`config.mk`:
```
export PLATFORM = sky130hd
export DESIGN_NAME = rxcw_top
export DESIGN_NICKNAME = d
export VERILOG_FILES = /design/src/rtl/rxcw_pkg.sv /design/src/rtl/rxcw_busy_gate.sv /design/src/rtl/rxcw_top.sv
export SDC_FILE = /design/constraint.sdc
export NUM_CORES = 1
export LEC_CHECK = 0
export BUFFER_PORTS_ARGS = -buffer_cell sky130_fd_sc_hd__buf_2
export CAP_MARGIN = 30
export CORE_MARGIN = 5
export CORE_UTILIZATION = 50
export CTS_CLUSTER_DIAMETER = 200
export DETAILED_ROUTE_END_ITERATION = 16
export PLACE_DENSITY = 0.92
export SYNTH_ARGS = -nofsm -noshare
export SYNTH_HDL_FRONTEND = slang
export SYNTH_SLANG_ARGS = --single-unit
export TNS_END_PERCENT = 100
```
`constraint.sdc`:
```
create_clock -name sys_clk -period 3.4 [get_ports sys_clk]
set_clock_uncertainty 0.1 [all_clocks]
set_input_delay 0.17 -clock sys_clk [delete_from_list [all_inputs] [get_ports sys_clk]]
set_output_delay 0.17 -clock sys_clk [all_outputs]
set_load 0.02 [all_outputs]
```
`src/rtl/rxcw_pkg.sv`:
```
// Package for the receive subaddress control word block.
// Assumes a single sys_clk domain; used by rxcw_top and rxcw_busy_gate.
package rxcw_pkg;
  // --------------------------------------------------------------------
  // Word layout
  // --------------------------------------------------------------------
  localparam int WORD_W = 16;
  localparam logic [15:0] WORD_RESET = 16'h0000;
  localparam int BIT_IXZ = 15;
  localparam int BIT_IWA = 14;
  localparam int BIT_IBR = 13;
  localparam int BIT_BUSY = 12;
  localparam int BIT_ACC = 11;
  localparam int BIT_NBS = 10;
  localparam int BIT_BCS = 9;
  localparam int BIT_PPA = 8;
  localparam int BIT_PINGPONG_ENABLE = 2;
  localparam int BIT_STOP = 3;
  // Host write and soft reset masks
  localparam logic [15:0] MASK_ANYTIME = 16'hf008;
  localparam logic [15:0] MASK_IDLE = 16'h00f7;
  localparam logic [15:0] MASK_DEVICE = 16'h0f00;
  localparam logic [15:0] MASK_SOFT_CLR = 16'h0e00;
  // --------------------------------------------------------------------
  // Command decode
  // --------------------------------------------------------------------
  localparam logic [4:0] SA_MIN = 5'h01;
  localparam logic [4:0] SA_MAX = 5'h1e;
  // Interrupt cause encoding on irq_cause
  localparam logic [2:0] CAUSE_IXZ = 3'h4;
  localparam logic [2:0] CAUSE_IWA = 3'h2;
  localparam logic [2:0] CAUSE_IBR = 3'h1;
endpackage

```
`src/rtl/rxcw_busy_gate.sv`:
```
// Busy gate: decides whether a command applies and whether data may be stored.
// Assumes synchronous command inputs from the terminal protocol logic.
`timescale 1ns/1ps
`default_nettype none
module rxcw_busy_gate (
  // Command
  input wire logic cmd_valid,
  input wire logic cmd_tr,
  input wire logic [4:0] cmd_sa,
  // Word
  input wire logic force_busy,
  // Results
  output logic applies,
  output logic busy_reply,
  output logic store_ok
);
  wire sa_ok = (cmd_sa >= rxcw_pkg::SA_MIN) && (cmd_sa <= rxcw_pkg::SA_MAX);
  assign applies = cmd_valid && !cmd_tr && sa_ok; // RQ1
  assign busy_reply = applies && force_busy; // RQ13
  assign store_ok = applies && !force_busy; // RQ13
endmodule
`default_nettype wire

```
`src/rtl/rxcw_top.sv`:
```
// Receive subaddress descriptor control word with host access and device updates.
// Assumes host access is one-cycle strobes; message completion comes from the protocol core.
//
// Overview of operation
// RQ1 - Word applies to receive commands, subaddress 1-30
// RQ2 - Host initialises word before enabling execution
// RQ3 - Bits 8-11 are device owned, never host
// RQ4 - Bits 0-2,4-7 writable only when stopped
// RQ5 - Master reset clears whole word to zero
// RQ6 - Soft reset clears accessed, pointer, broadcast flags
// RQ7 - Any host read clears the accessed flag; a completion in the same cycle keeps it set
// RQ8 - Host writes ping-pong words only while enabled
// RQ9 - Index-zero interrupt when enabled and index reaches zero
// RQ10 - Enabled interrupts pulse pending, pin and log
// RQ11 - Access interrupt on any valid receive command
// RQ12 - Broadcast interrupt on valid broadcast command
// RQ13 - Force busy: busy reply, no store, pointer held
// RQ14 - Accessed flag set on message completion
// RQ15 - Pointer selects buffer A or B
// RQ16 - Pointer toggles after error-free ping-pong message
// RQ17 - Host should set toggle-on-success option
// RQ18 - Broadcast flag set on valid broadcast command
// RQ19 - Blocked host bits unchanged, others still written
`timescale 1ns/1ps
`default_nettype none
module rxcw_top (
  // Clock and reset
  input wire logic sys_clk,
  input wire logic rst_b,
  // Resets and global configuration
  input wire logic master_reset,
  input wire logic soft_reset,
  input wire logic terminal1_run,
  input wire logic terminal1_enable,
  input wire logic broadcast_disable,
  input wire logic toggle_on_success_only,
  input wire logic glb_ixz_en,
  input wire logic glb_iwa_en,
  input wire logic glb_ibr_en,
  // Host access
  input wire logic host_wr,
  input wire logic host_rd,
  input wire logic [15:0] host_wdata,
  output logic [15:0] host_rdata,
  // Command from protocol core
  input wire logic cmd_valid,
  input wire logic cmd_tr,
  input wire logic cmd_broadcast_seen_flag,
  input wire logic [4:0] cmd_sa,
  input wire logic msg_done,
  input wire logic msg_ok,
  input wire logic index_hit_zero,
  // Results to protocol core and interrupt logic
  output logic busy_status,
  output logic store_enable,
  output logic buffer_b_select,
  output logic irq_pending,
  output logic [2:0] irq_cause
);
  // --------------------------------------------------------------------
  // State
  // --------------------------------------------------------------------
  typedef enum logic [2:0] {
    RXCW_IDLE = 3'b001,
    RXCW_ACTIVE = 3'b010,
    RXCW_FINISH = 3'b100
  } rxcw_state_t;

  rxcw_state_t state, next_state;
  logic [15:0] word, next_word;
  logic broadcast_seen_flag_msg, next_broadcast_seen_flag_msg;
  logic busy_msg, next_busy_msg;
  logic applies, busy_reply, store_ok;

  // A broadcast command is not valid while broadcast is disabled, so it never applies
  wire cmd_take = cmd_valid && !(cmd_broadcast_seen_flag && broadcast_disable); // RQ12

  rxcw_busy_gate u_gate (
    .cmd_valid(cmd_take),
    .cmd_tr(cmd_tr),
    .cmd_sa(cmd_sa),
    .force_busy(word[rxcw_pkg::BIT_BUSY]),
    .applies(applies),
    .busy_reply(busy_reply),
    .store_ok(store_ok)
  );

  // --------------------------------------------------------------------
  // Host write mask
  // --------------------------------------------------------------------
  // Locked bits fall out of the mask, so the rest of the word still updates
  wire [15:0] wr_mask = rxcw_pkg::MASK_ANYTIME | (terminal1_run ? 16'h0000 : rxcw_pkg::MASK_IDLE); // RQ4 RQ19
  wire [15:0] host_mask = wr_mask & ~rxcw_pkg::MASK_DEVICE; // RQ3
  wire [15:0] after_wr = host_wr ? ((word & ~host_mask) | (host_wdata & host_mask)) : word;

  // --------------------------------------------------------------------
  // Completion events
  // --------------------------------------------------------------------
  wire in_msg = (state == RXCW_ACTIVE);
  wire done_now = in_msg && msg_done;
  // Broadcast is only valid when not disabled; RT31 commands are otherwise ignored
  wire bc_ok = broadcast_seen_flag_msg && !broadcast_disable;
  wire ppong_on = word[rxcw_pkg::BIT_PINGPONG_ENABLE] && word[rxcw_pkg::BIT_PPA];
  wire tog_ok = msg_ok || !toggle_on_success_only;
  wire do_toggle = done_now && ppong_on && !busy_msg && tog_ok; // RQ16
  wire ev_ixz = done_now && index_hit_zero && word[rxcw_pkg::BIT_IXZ] && glb_ixz_en; // RQ9
  wire ev_iwa = done_now && word[rxcw_pkg::BIT_IWA] && glb_iwa_en; // RQ11
  wire ev_ibr = done_now && bc_ok && word[rxcw_pkg::BIT_IBR] && glb_ibr_en; // RQ12
  wire [2:0] next_cause = {ev_ixz, ev_iwa, ev_ibr};
  // Ack follows enable only while the terminal is armed and not stopped
  wire ppa_next = word[rxcw_pkg::BIT_PINGPONG_ENABLE] && !word[rxcw_pkg::BIT_STOP] && terminal1_enable && terminal1_run;

  // --------------------------------------------------------------------
  // Next state and next word
  // --------------------------------------------------------------------
  always_comb begin
    next_state = state;
    next_broadcast_seen_flag_msg = broadcast_seen_flag_msg;
    next_busy_msg = busy_msg;
    case (state)
      RXCW_IDLE: begin
        if (applies) begin // RQ1
          next_state = RXCW_ACTIVE;
          next_broadcast_seen_flag_msg = cmd_broadcast_seen_flag;
          next_busy_msg = busy_reply;
        end
      end
      RXCW_ACTIVE: begin
        if (msg_done) begin
          next_state = RXCW_FINISH;
        end
      end
      RXCW_FINISH: begin
        next_state = RXCW_IDLE;
      end
      default: begin
        next_state = RXCW_IDLE;
      end
    endcase
  end

  always_comb begin
    next_word = after_wr;
    if (terminal1_run) begin
      next_word[rxcw_pkg::BIT_PPA] = ppa_next;
    end
    // Read clear comes first so that a completion in the same cycle wins
    if (host_rd) begin
      next_word[rxcw_pkg::BIT_ACC] = 1'b0; // RQ7
    end
    if (done_now) begin
      next_word[rxcw_pkg::BIT_ACC] = 1'b1; // RQ14
    end
    if (in_msg && bc_ok) begin
      next_word[rxcw_pkg::BIT_BCS] = 1'b1; // RQ18
    end
    if (do_toggle) begin
      next_word[rxcw_pkg::BIT_NBS] = ~word[rxcw_pkg::BIT_NBS]; // RQ16
    end
    if (soft_reset) begin
      next_word = next_word & ~rxcw_pkg::MASK_SOFT_CLR; // RQ6
    end
    if (master_reset) begin
      next_word = rxcw_pkg::WORD_RESET; // RQ5
    end
  end

  // --------------------------------------------------------------------
  // Registers
  // --------------------------------------------------------------------
  always_ff @(posedge sys_clk or negedge rst_b) begin
    if (!rst_b) begin
      state <= RXCW_IDLE;
      broadcast_seen_flag_msg <= 1'b0;
      busy_msg <= 1'b0;
    end else begin
      state <= master_reset ? RXCW_IDLE : next_state;
      broadcast_seen_flag_msg <= next_broadcast_seen_flag_msg;
      busy_msg <= next_busy_msg;
    end
  end

  always_ff @(posedge sys_clk or negedge rst_b) begin
    if (!rst_b) begin
      word <= rxcw_pkg::WORD_RESET; // RQ5
    end else begin
      word <= next_word;
    end
  end

  always_ff @(posedge sys_clk or negedge rst_b) begin
    if (!rst_b) begin
      host_rdata <= 16'h0000;
      busy_status <= 1'b0;
      store_enable <= 1'b0;
      buffer_b_select <= 1'b0;
      irq_pending <= 1'b0;
      irq_cause <= 3'h0;
    end else begin
      host_rdata <= word;
      busy_status <= busy_reply | (in_msg && busy_msg); // RQ13
      store_enable <= store_ok | (in_msg && !busy_msg); // RQ13
      buffer_b_select <= next_word[rxcw_pkg::BIT_NBS]; // RQ15
      irq_pending <= |next_cause; // RQ10
      irq_cause <= next_cause; // RQ10
    end
  end

  // --------------------------------------------------------------------
  // Checks
  // --------------------------------------------------------------------
  AST_MR_CLEAR: assert property (@(posedge sys_clk) disable iff (!rst_b) master_reset |=> word == 16'h0000) // RQ5
    else $error("Master reset did not clear word");
  AST_SR_KEEP: assert property (@(posedge sys_clk) disable iff (!rst_b)
    (soft_reset && !master_reset && !host_wr && !terminal1_run) |=> word[15:12] == $past(word[15:12])) // RQ6
    else $error("Soft reset changed kept bits");
  AST_SR_CLEAR: assert property (@(posedge sys_clk) disable iff (!rst_b)
    soft_reset |=> word[11:9] == 3'h0) // RQ6
    else $error("Soft reset left flags set");
  AST_RD_CLEAR: assert property (@(posedge sys_clk) disable iff (!rst_b)
    (host_rd && !done_now) |=> !word[rxcw_pkg::BIT_ACC]) // RQ7
    else $error("Read did not clear accessed flag");
  AST_ACC_SET: assert property (@(posedge sys_clk) disable iff (!rst_b)
    (done_now && !soft_reset && !master_reset) |=> word[rxcw_pkg::BIT_ACC]) // RQ14
    else $error("Accessed flag not set on completion");
  AST_HOST_NO_DEV: assert property (@(posedge sys_clk) disable iff (!rst_b)
    (host_wr && !terminal1_run && !in_msg && !soft_reset && !master_reset && !host_rd)
      |=> word[11:8] == $past(word[11:8])) // RQ3
    else $error("Host write changed device bits");
  AST_LOCK_RUN: assert property (@(posedge sys_clk) disable iff (!rst_b)
    (host_wr && terminal1_run && !master_reset) |=> (word & 16'h00f7) == ($past(word) & 16'h00f7)) // RQ4
    else $error("Locked bits written while running");
  AST_ANYTIME_WR: assert property (@(posedge sys_clk) disable iff (!rst_b)
    (host_wr && !master_reset) |=> (word & 16'hf008) == ($past(host_wdata) & 16'hf008)) // RQ19
    else $error("Anytime bits not written");
  AST_BUSY_HOLD: assert property (@(posedge sys_clk) disable iff (!rst_b)
    (done_now && busy_msg && !soft_reset && !master_reset) |=> $stable(word[rxcw_pkg::BIT_NBS])) // RQ13
    else $error("Pointer toggled on busy message");
  AST_IWA_PULSE: assert property (@(posedge sys_clk) disable iff (!rst_b)
    ev_iwa |=> irq_pending && irq_cause[1] ##1 !irq_pending) // RQ11
    else $error("Access interrupt not pulsed");
  AST_APPLY: assert property (@(posedge sys_clk) disable iff (!rst_b)
    (state == RXCW_IDLE && cmd_valid && (cmd_tr || cmd_sa == 5'h00 || cmd_sa == 5'h1f)) |=> state == RXCW_IDLE) // RQ1
    else $error("Word applied to non-receive command");

  // --------------------------------------------------------------------
  // Device-side checks, plus the host idle-write and state checks
  // --------------------------------------------------------------------
  AST_PPA_FOLLOW: assert property (@(posedge sys_clk) disable iff (!rst_b)
    (terminal1_run && !master_reset)
      |=> word[rxcw_pkg::BIT_PPA] == $past(ppa_next)) // RQ3
    else $error("Ack bit did not follow ping-pong state");
  AST_BCS_SET: assert property (@(posedge sys_clk) disable iff (!rst_b)
    (in_msg && bc_ok && !soft_reset && !master_reset)
      |=> word[rxcw_pkg::BIT_BCS]) // RQ18
    else $error("Broadcast flag not set");
  AST_BROADCAST_SEEN_FLAG_OFF: assert property (@(posedge sys_clk) disable iff (!rst_b)
    (state == RXCW_IDLE && cmd_valid && cmd_broadcast_seen_flag && broadcast_disable)
      |=> state == RXCW_IDLE) // RQ12
    else $error("Disabled broadcast command applied");
  AST_TOGGLE: assert property (@(posedge sys_clk) disable iff (!rst_b)
    (do_toggle && !soft_reset && !master_reset)
      |=> word[rxcw_pkg::BIT_NBS] != $past(word[rxcw_pkg::BIT_NBS])) // RQ16
    else $error("Pointer did not toggle");
  AST_BUF_SEL: assert property (@(posedge sys_clk) disable iff (!rst_b)
    buffer_b_select == word[rxcw_pkg::BIT_NBS]) // RQ15
    else $error("Buffer select differs from pointer");
  AST_BUSY_OUT: assert property (@(posedge sys_clk) disable iff (!rst_b)
    (state == RXCW_IDLE && busy_reply && !master_reset)
      |=> busy_status && !store_enable) // RQ13
    else $error("Busy command not answered busy");
  AST_IXZ_PULSE: assert property (@(posedge sys_clk) disable iff (!rst_b)
    ev_ixz
      |=> irq_pending && irq_cause[2]) // RQ9
    else $error("Index-zero interrupt not raised");
  AST_IBR_PULSE: assert property (@(posedge sys_clk) disable iff (!rst_b)
    ev_ibr
      |=> irq_pending && irq_cause[0]) // RQ12
    else $error("Broadcast interrupt not raised");
  AST_NO_IRQ: assert property (@(posedge sys_clk) disable iff (!rst_b)
    !(|next_cause)
      |=> !irq_pending) // RQ10
    else $error("Interrupt raised without cause");
  AST_IDLE_WR: assert property (@(posedge sys_clk) disable iff (!rst_b)
    (host_wr && !terminal1_run && !master_reset && !soft_reset)
      |=> (word & rxcw_pkg::MASK_IDLE) == ($past(host_wdata) & rxcw_pkg::MASK_IDLE)) // RQ4
    else $error("Idle bits not written while stopped");
  AST_ONE_HOT: assert property (@(posedge sys_clk) disable iff (!rst_b)
    $onehot(state)) // RQ1
    else $error("State not one-hot");
endmodule
`default_nettype wire

```
=== After elaboration in Yosys (flattened, before gate mapping) ===
Index checks and enable logic that the tools add are counted.
Widths: inputs -> output; s select.

* Flip-flop bits (word level): 44
* Input port bits: 40
* Output and inout bits: 23
* Logic and storage cells: 78

* Order comparisons: 2
* Equality and inequality tests: 4
* Muxes and demuxes: 13
* Bitwise operators: 7
* Reduce and logical (&&, ||, !) cells: 40

{| class="wikitable"
|+ Operator list
! operator !! number
|-
| $and 16x16->16 || 2
|-
| $mux 16 || 2
|-
| $logic_and 1x1->1 || 27
|-
| $not 16->16 || 1
|-
| $or 16x16->16 || 1
|-
| $mux 12 || 1
|-
| $mux 3 || 3
|-
| $mux 8 || 1
|-
| $logic_not 1->1 || 7
|-
| $pmux 3 s2 || 1
|-
| $ge 5x1->1 const B || 1
|-
| $le 5x5->1 const B || 1
|-
| $mux 1 || 5
|-
| $reduce_bool 5->1 || 1
|-
| $reduce_and 2->1 || 2
|-
| $reduce_bool 4->1 || 1
|-
| $eq 3x1->1 const B || 1
|-
| $eq 3x2->1 const B || 1
|-
| $ne 3x2->1 const B || 1
|-
| $ne 3x3->1 const B || 1
|-
| $reduce_or 3->1 || 1
|-
| $or 1x1->1 || 2
|-
| $logic_or 1x1->1 || 1
|-
| $not 1->1 || 1
|}

=== Depth between registers and ports, before layout ===
* Depth after elaboration: 9
* Mapped depth: 5
* Depth with buffers taken out: 4

=== Hierarchy ===
Synthesis repeated with hierarchy kept, for this count alone.

* Cell total of the unflattened synthesis: 116
* Area total of the unflattened synthesis: 1567.8 um2

{| class="wikitable"
|+ By module, submodules not included
! module !! times used !! cells an instance !! area each (um2) !! sequential area each (um2)
|-
| rxcw_top || 1 || 109 || 1516.5 || 1077.3
|-
| rxcw_busy_gate || 1 || 7 || 51.3 || 0.0
|}

=== Worst setup path after synthesis ===
OpenSTA, ideal clock, no wires.

* Path type: flip-flop to flip-flop
* Start: register state[0]
* End: register broadcast_seen_flag_msg
* Library setup time: 125 ps
* Data arrival time: 1165 ps
* Required time: 3175 ps
* Path slack: 2010 ps
* Cell stages (with the launch flop): 4
* Buffers on the path: 0
* Clock period less this slack: 1390 ps
* Path through: dfstp_2 -> nor3b_1 -> nand4_2 -> mux2_2

* Word-level cells in the longest chain between the ends: 2

{| class="wikitable"
|+ Ends and longest elaborated chain
! item !! RTL line !! text
|-
| from (decl) || rxcw_top.sv:69 || <nowiki>rxcw_state_t state, next_state;</nowiki>
|-
| from (signal assigned) || rxcw_top.sv:177 || <nowiki>state <= master_reset ? RXCW_IDLE : next_state;</nowiki>
|-
| $eq 3x1->1 || rxcw_top.sv:120 || <nowiki>case (state)</nowiki>
|-
| $reduce_and 2->1 (no line) || n/a ||
|-
| to (signal assigned) || rxcw_top.sv:178 || <nowiki>broadcast_seen_flag_msg <= next_broadcast_seen_flag_msg;</nowiki>
|-
| to (decl) || rxcw_top.sv:71 || <nowiki>logic broadcast_seen_flag_msg, next_broadcast_seen_flag_msg;</nowiki>
|}

Every way passes these cells.
A chain may end at the register's enable or synchronous reset.

=== Worst setup path after layout ===
* Start: register state[2]
* End: register word[10]

* Word-level cells in the longest chain between the ends: 8

{| class="wikitable"
|+ Ends and longest elaborated chain
! item !! RTL line !! text
|-
| $eq 3x2->1 || rxcw_top.sv:99 || <nowiki>wire in_msg = (state == RXCW_ACTIVE);</nowiki>
|-
| $logic_and 1x1->1 || rxcw_top.sv:100 || <nowiki>wire done_now = in_msg && msg_done;</nowiki>
|-
| $logic_and 1x1->1 (3 in a row) || rxcw_top.sv:105 || <nowiki>wire do_toggle = done_now && ppong_on && !busy_msg && tog_ok;</nowiki>
|-
| $mux 1 || rxcw_top.sv:157 || <nowiki>if (do_toggle) begin</nowiki>
|-
| $mux 12 || rxcw_top.sv:160 || <nowiki>if (soft_reset) begin</nowiki>
|-
| $mux 16 || rxcw_top.sv:163 || <nowiki>if (master_reset) begin</nowiki>
|-
| to (signal assigned) || rxcw_top.sv:185 || <nowiki>word <= rxcw_pkg::WORD_RESET;</nowiki>
|-
| to (signal assigned) || rxcw_top.sv:187 || <nowiki>word <= next_word;</nowiki>
|-
| to (decl) || rxcw_top.sv:70 || <nowiki>logic [15:0] word, next_word;</nowiki>
|}

Every way passes these cells.

==> qor.yml <==
yosys:
  postSynthCellCount: 113
  async_reset_ff_share_pct: 100
  ys_warn_count: 0
  yosys.area_share.xor_xnor_pct: 0.565
  synthesis.area_per_instance_um2: 13.7
  synthSimpleGateAreaFrac_pct: 14.6
  synth-compound-area-share_pct: 3.55
  synth_top_family_by_area: "simple AND/OR/NAND/NOR gates"
  synth_flop_cell: "sky130_fd_sc_hd__dfrtp_1"
  post_synth_design_cell_area_um2: 1550
  synth_fp_nets: 153
  synth_seq_area_share_pct: 69.5
  ys_seq_elements: 43
  synth-adder-area-share_pct: 0
  synth_cell_type_count: 30
  edff_count_synth: 0
  yosys-mux-area-fraction_pct: 9.85
timing:
  worst-slew-pin-transition_ps: 898
  unrepaired_setup_endpoints_after_global_routing: "false"
  final_hold_viol_count: 0
  report.final.slew_viol_count: 0
  timing.final.setup_violations: 0
  layout_worst_path_cycle_share_pct: 45.3
  clock.fmax_mhz: 650
  slew-limit-headroom_pct: 40.1
  setup-tns-final_ps: 0
  period_minus_slack_ps: 1540
clock_network:
  root_buffer_cell: "sky130_fd_sc_hd__clkbuf_4"
  post-cts-setup-buffers: 0
  clkTransAtPathRegs_ps: 120
  clk_path_buf_depth: 2
  cts.htree.levels: 2
  cts_buffers: 5
  cts_tree: "built"
  tritoncts_num_sinks: 43
  clk-insertion-delay-late_ps: 360
drt:
  route.final.wire_length_um: 3350
  route.detailed.vias_per_inst: 4.91
  drc_violations_left: 0
  number_of_nets_with_antenna_violations_after_routing: 0
  route.detailed.wl_per_inst_um: 14.6
  first_iter_violations: 57
  drt_first_pass_iters: 4
  vias: 1130
critical_path:
  worst-endpoint-arrival_ps: 1690
  worstPathMaxFanout: 7
  endpoint_kind: "register"
  critical_path_class: "register to register"
  crit_path_start_kind: "register"
  data_required_time_at_the_worst_endpoint_ps: 3550
global_routing:
  track_usage_pct: 17.8
  vias_in_the_first_global_route: 1179
  grt-ovfl-total: 0
  grt_start_max_net_pins: 44
  grt_antenna_before_repair: 0
  grt_pass1_wl_um: 5620
placed_design:
  port_buffers: 58
  detailed_place_hpwl_um: 2340
  globalplace.congestion: 0.795
final_layout:
  layout_commonest_cell: "sky130_fd_sc_hd__buf_2"
  final_layout_size_suffix_gt1_share_pct: 38.1
  area.growth.synth_to_final_pct: 40.0
  n_fill_cell: 195
  n_antenna_cell: 0
  multi_input_area_um2: 443
  area.sequential_um2: 1080
  final_cell_mix: "sky130_fd_sc_hd__buf_2 (58), sky130_fd_sc_hd__dfrtp_1 (42), sky130_fd_sc_hd__dlygate4sd3_1 (23), sky130_fd_sc_hd__nor2_1 (16), sky130_fd_sc_hd__mux2i_1 (13)"
  num-nets-final: 236
power:
  static_power_due_to_leakage_nw: 1.16
  power_per_cell_area_nw_per_um2: 447
  design_power_total_mw: 0.970
  ir_drop_worst_case_vdd_uv: 365
  switching_power_mw: 0.227
  switching_share_pct: 23.4
  power.clock.fraction_pct: 32.8
  power_frac_seq_pct: 56.1
  power.share.combinational_pct: 11.1
  intPower_mw: 0.742
floorplan:
  die-area_um2: 4310
  pin_count: 63
  chipWidth_um: 65.7
  placement_rows: 20
  core_region_area_um2: 3000
  starting_density_of_the_core_pct: 51.6
  die-height_um: 65.7
min_path:
  class_of_the_most_critical_hold_timing_path: "primary input to register"
outcome:
  run_status: "finished clean"
job:
  max_cap_viol_count: 0
[cells by family (layout without fill, tap and decap cells)]
logic type / after synthesis / in the layout
AOI/OAI and AO/OA: 8 / 8
and+or+nand+nor: 39 / 39
buffers and inverters: 7 / 91
DFF: 43 / 43
muxes: 15 / 15
xor gates and xnor gates: 1 / 1
[through the flow]
step                instances  cell area (um2)  setup slack [ps]  hold WS, ps  utilization [%]
detailed placement        199             1860              1890          247             61.9
finish                    230             2170              1860         22.8             72.3
CTS                       230             2170              1870         9.33             72.3
global placement          199             1860              1900          222             61.9
floorplan                 113             1550              2010         -226                -
global route              230             2170              1760         19.7             72.3
[worst paths after layout]
check | start | end | slack, ps | depth (start not counted)
min | broadcast_disable | irq_cause[0] | 20 | 4
max in group asynchronous | rst_b | word[6] | 2270 | 2
min in group asynchronous | rst_b | irq_cause[1] | 370 | 2
max | state[2] | word[10] | 1860 | 4
min reg2reg | word[5] | host_rdata[5] | 280 | 0
max reg2reg | state[2] | word[10] | 1860 | 4
[power by group through the flow]
stage | clock network [mW] | logic (mW) | registers, mW
after detailed placement | 0 | 0.0889 | 0.553
final | 0.319 | 0.107 | 0.544
after floorplan | 0 | 0.0341 | 0.562
after global routing | 0.348 | 0.118 | 0.547
after CTS | 0.324 | 0.108 | 0.543
after global placement | 0 | 0.0863 | 0.552
[registers in the layout (all words and copies together), names as in the netlist]
signal,flops
broadcast_seen_flag_msg,1
busy_msg,1
busy_status,1
host_rdata,16
irq_cause,3
irq_pending,1
state,3
store_enable,1
word,16
[Yosys cell counts (2+ instances only)]
cell type                  number  share of area, %
sky130_fd_sc_hd__inv_1          2              0.48
sky130_fd_sc_hd__mux2i_1       13               8.4
sky130_fd_sc_hd__mux2_2         2               1.5
sky130_fd_sc_hd__a21oi_1        3              0.97
sky130_fd_sc_hd__nor3_2         2               1.3
sky130_fd_sc_hd__buf_2          3              0.97
sky130_fd_sc_hd__dfrtp_1       42                68
sky130_fd_sc_hd__nand2b_1       4               1.6
sky130_fd_sc_hd__nand2_1        2              0.48
sky130_fd_sc_hd__nor2b_1        3               1.2
sky130_fd_sc_hd__nand3_1        2              0.65
sky130_fd_sc_hd__nor3b_1        2              0.97
sky130_fd_sc_hd__nor2_1        16               3.9
[worst max-delay path, cell delays in order, from the launching register on]
cell and delay (ps):
sky130_fd_sc_hd__dfrtp_1 430, sky130_fd_sc_hd__nand4bb_1 400, sky130_fd_sc_hd__nor3_2 280, sky130_fd_sc_hd__xnor2_1 160, sky130_fd_sc_hd__nor3_2 60
[repair_timing]
| action | CTS | global route |
|---|---|---|
| hold buffers | 23 | 0 |
| hold endpoints to repair | 64 | 0 |
| resized for setup | 0 | 0 |
[cell type report]
type | count | share of cell area, %
inverters | 2 | 0.346
well taps | 33 | 1.90
clock inverters | 3 | 2.02
repair buffers | 81 | 24.0
flip-flops and latches | 43 | 49.6
multi-input cells | 63 | 20.4
clock buffers | 5 | 1.73
[per-layer routing]
layer  wire (um)  vias to the layer above  track usage (%)
met5           0                        -                0
met4          28                        0             6.48
met3         270                        4             6.32
li1            -                      549                -
met1        1450                      531             22.9
met2        1600                       46             27.7
Note: power is estimated with default switching activity, not from simulation.
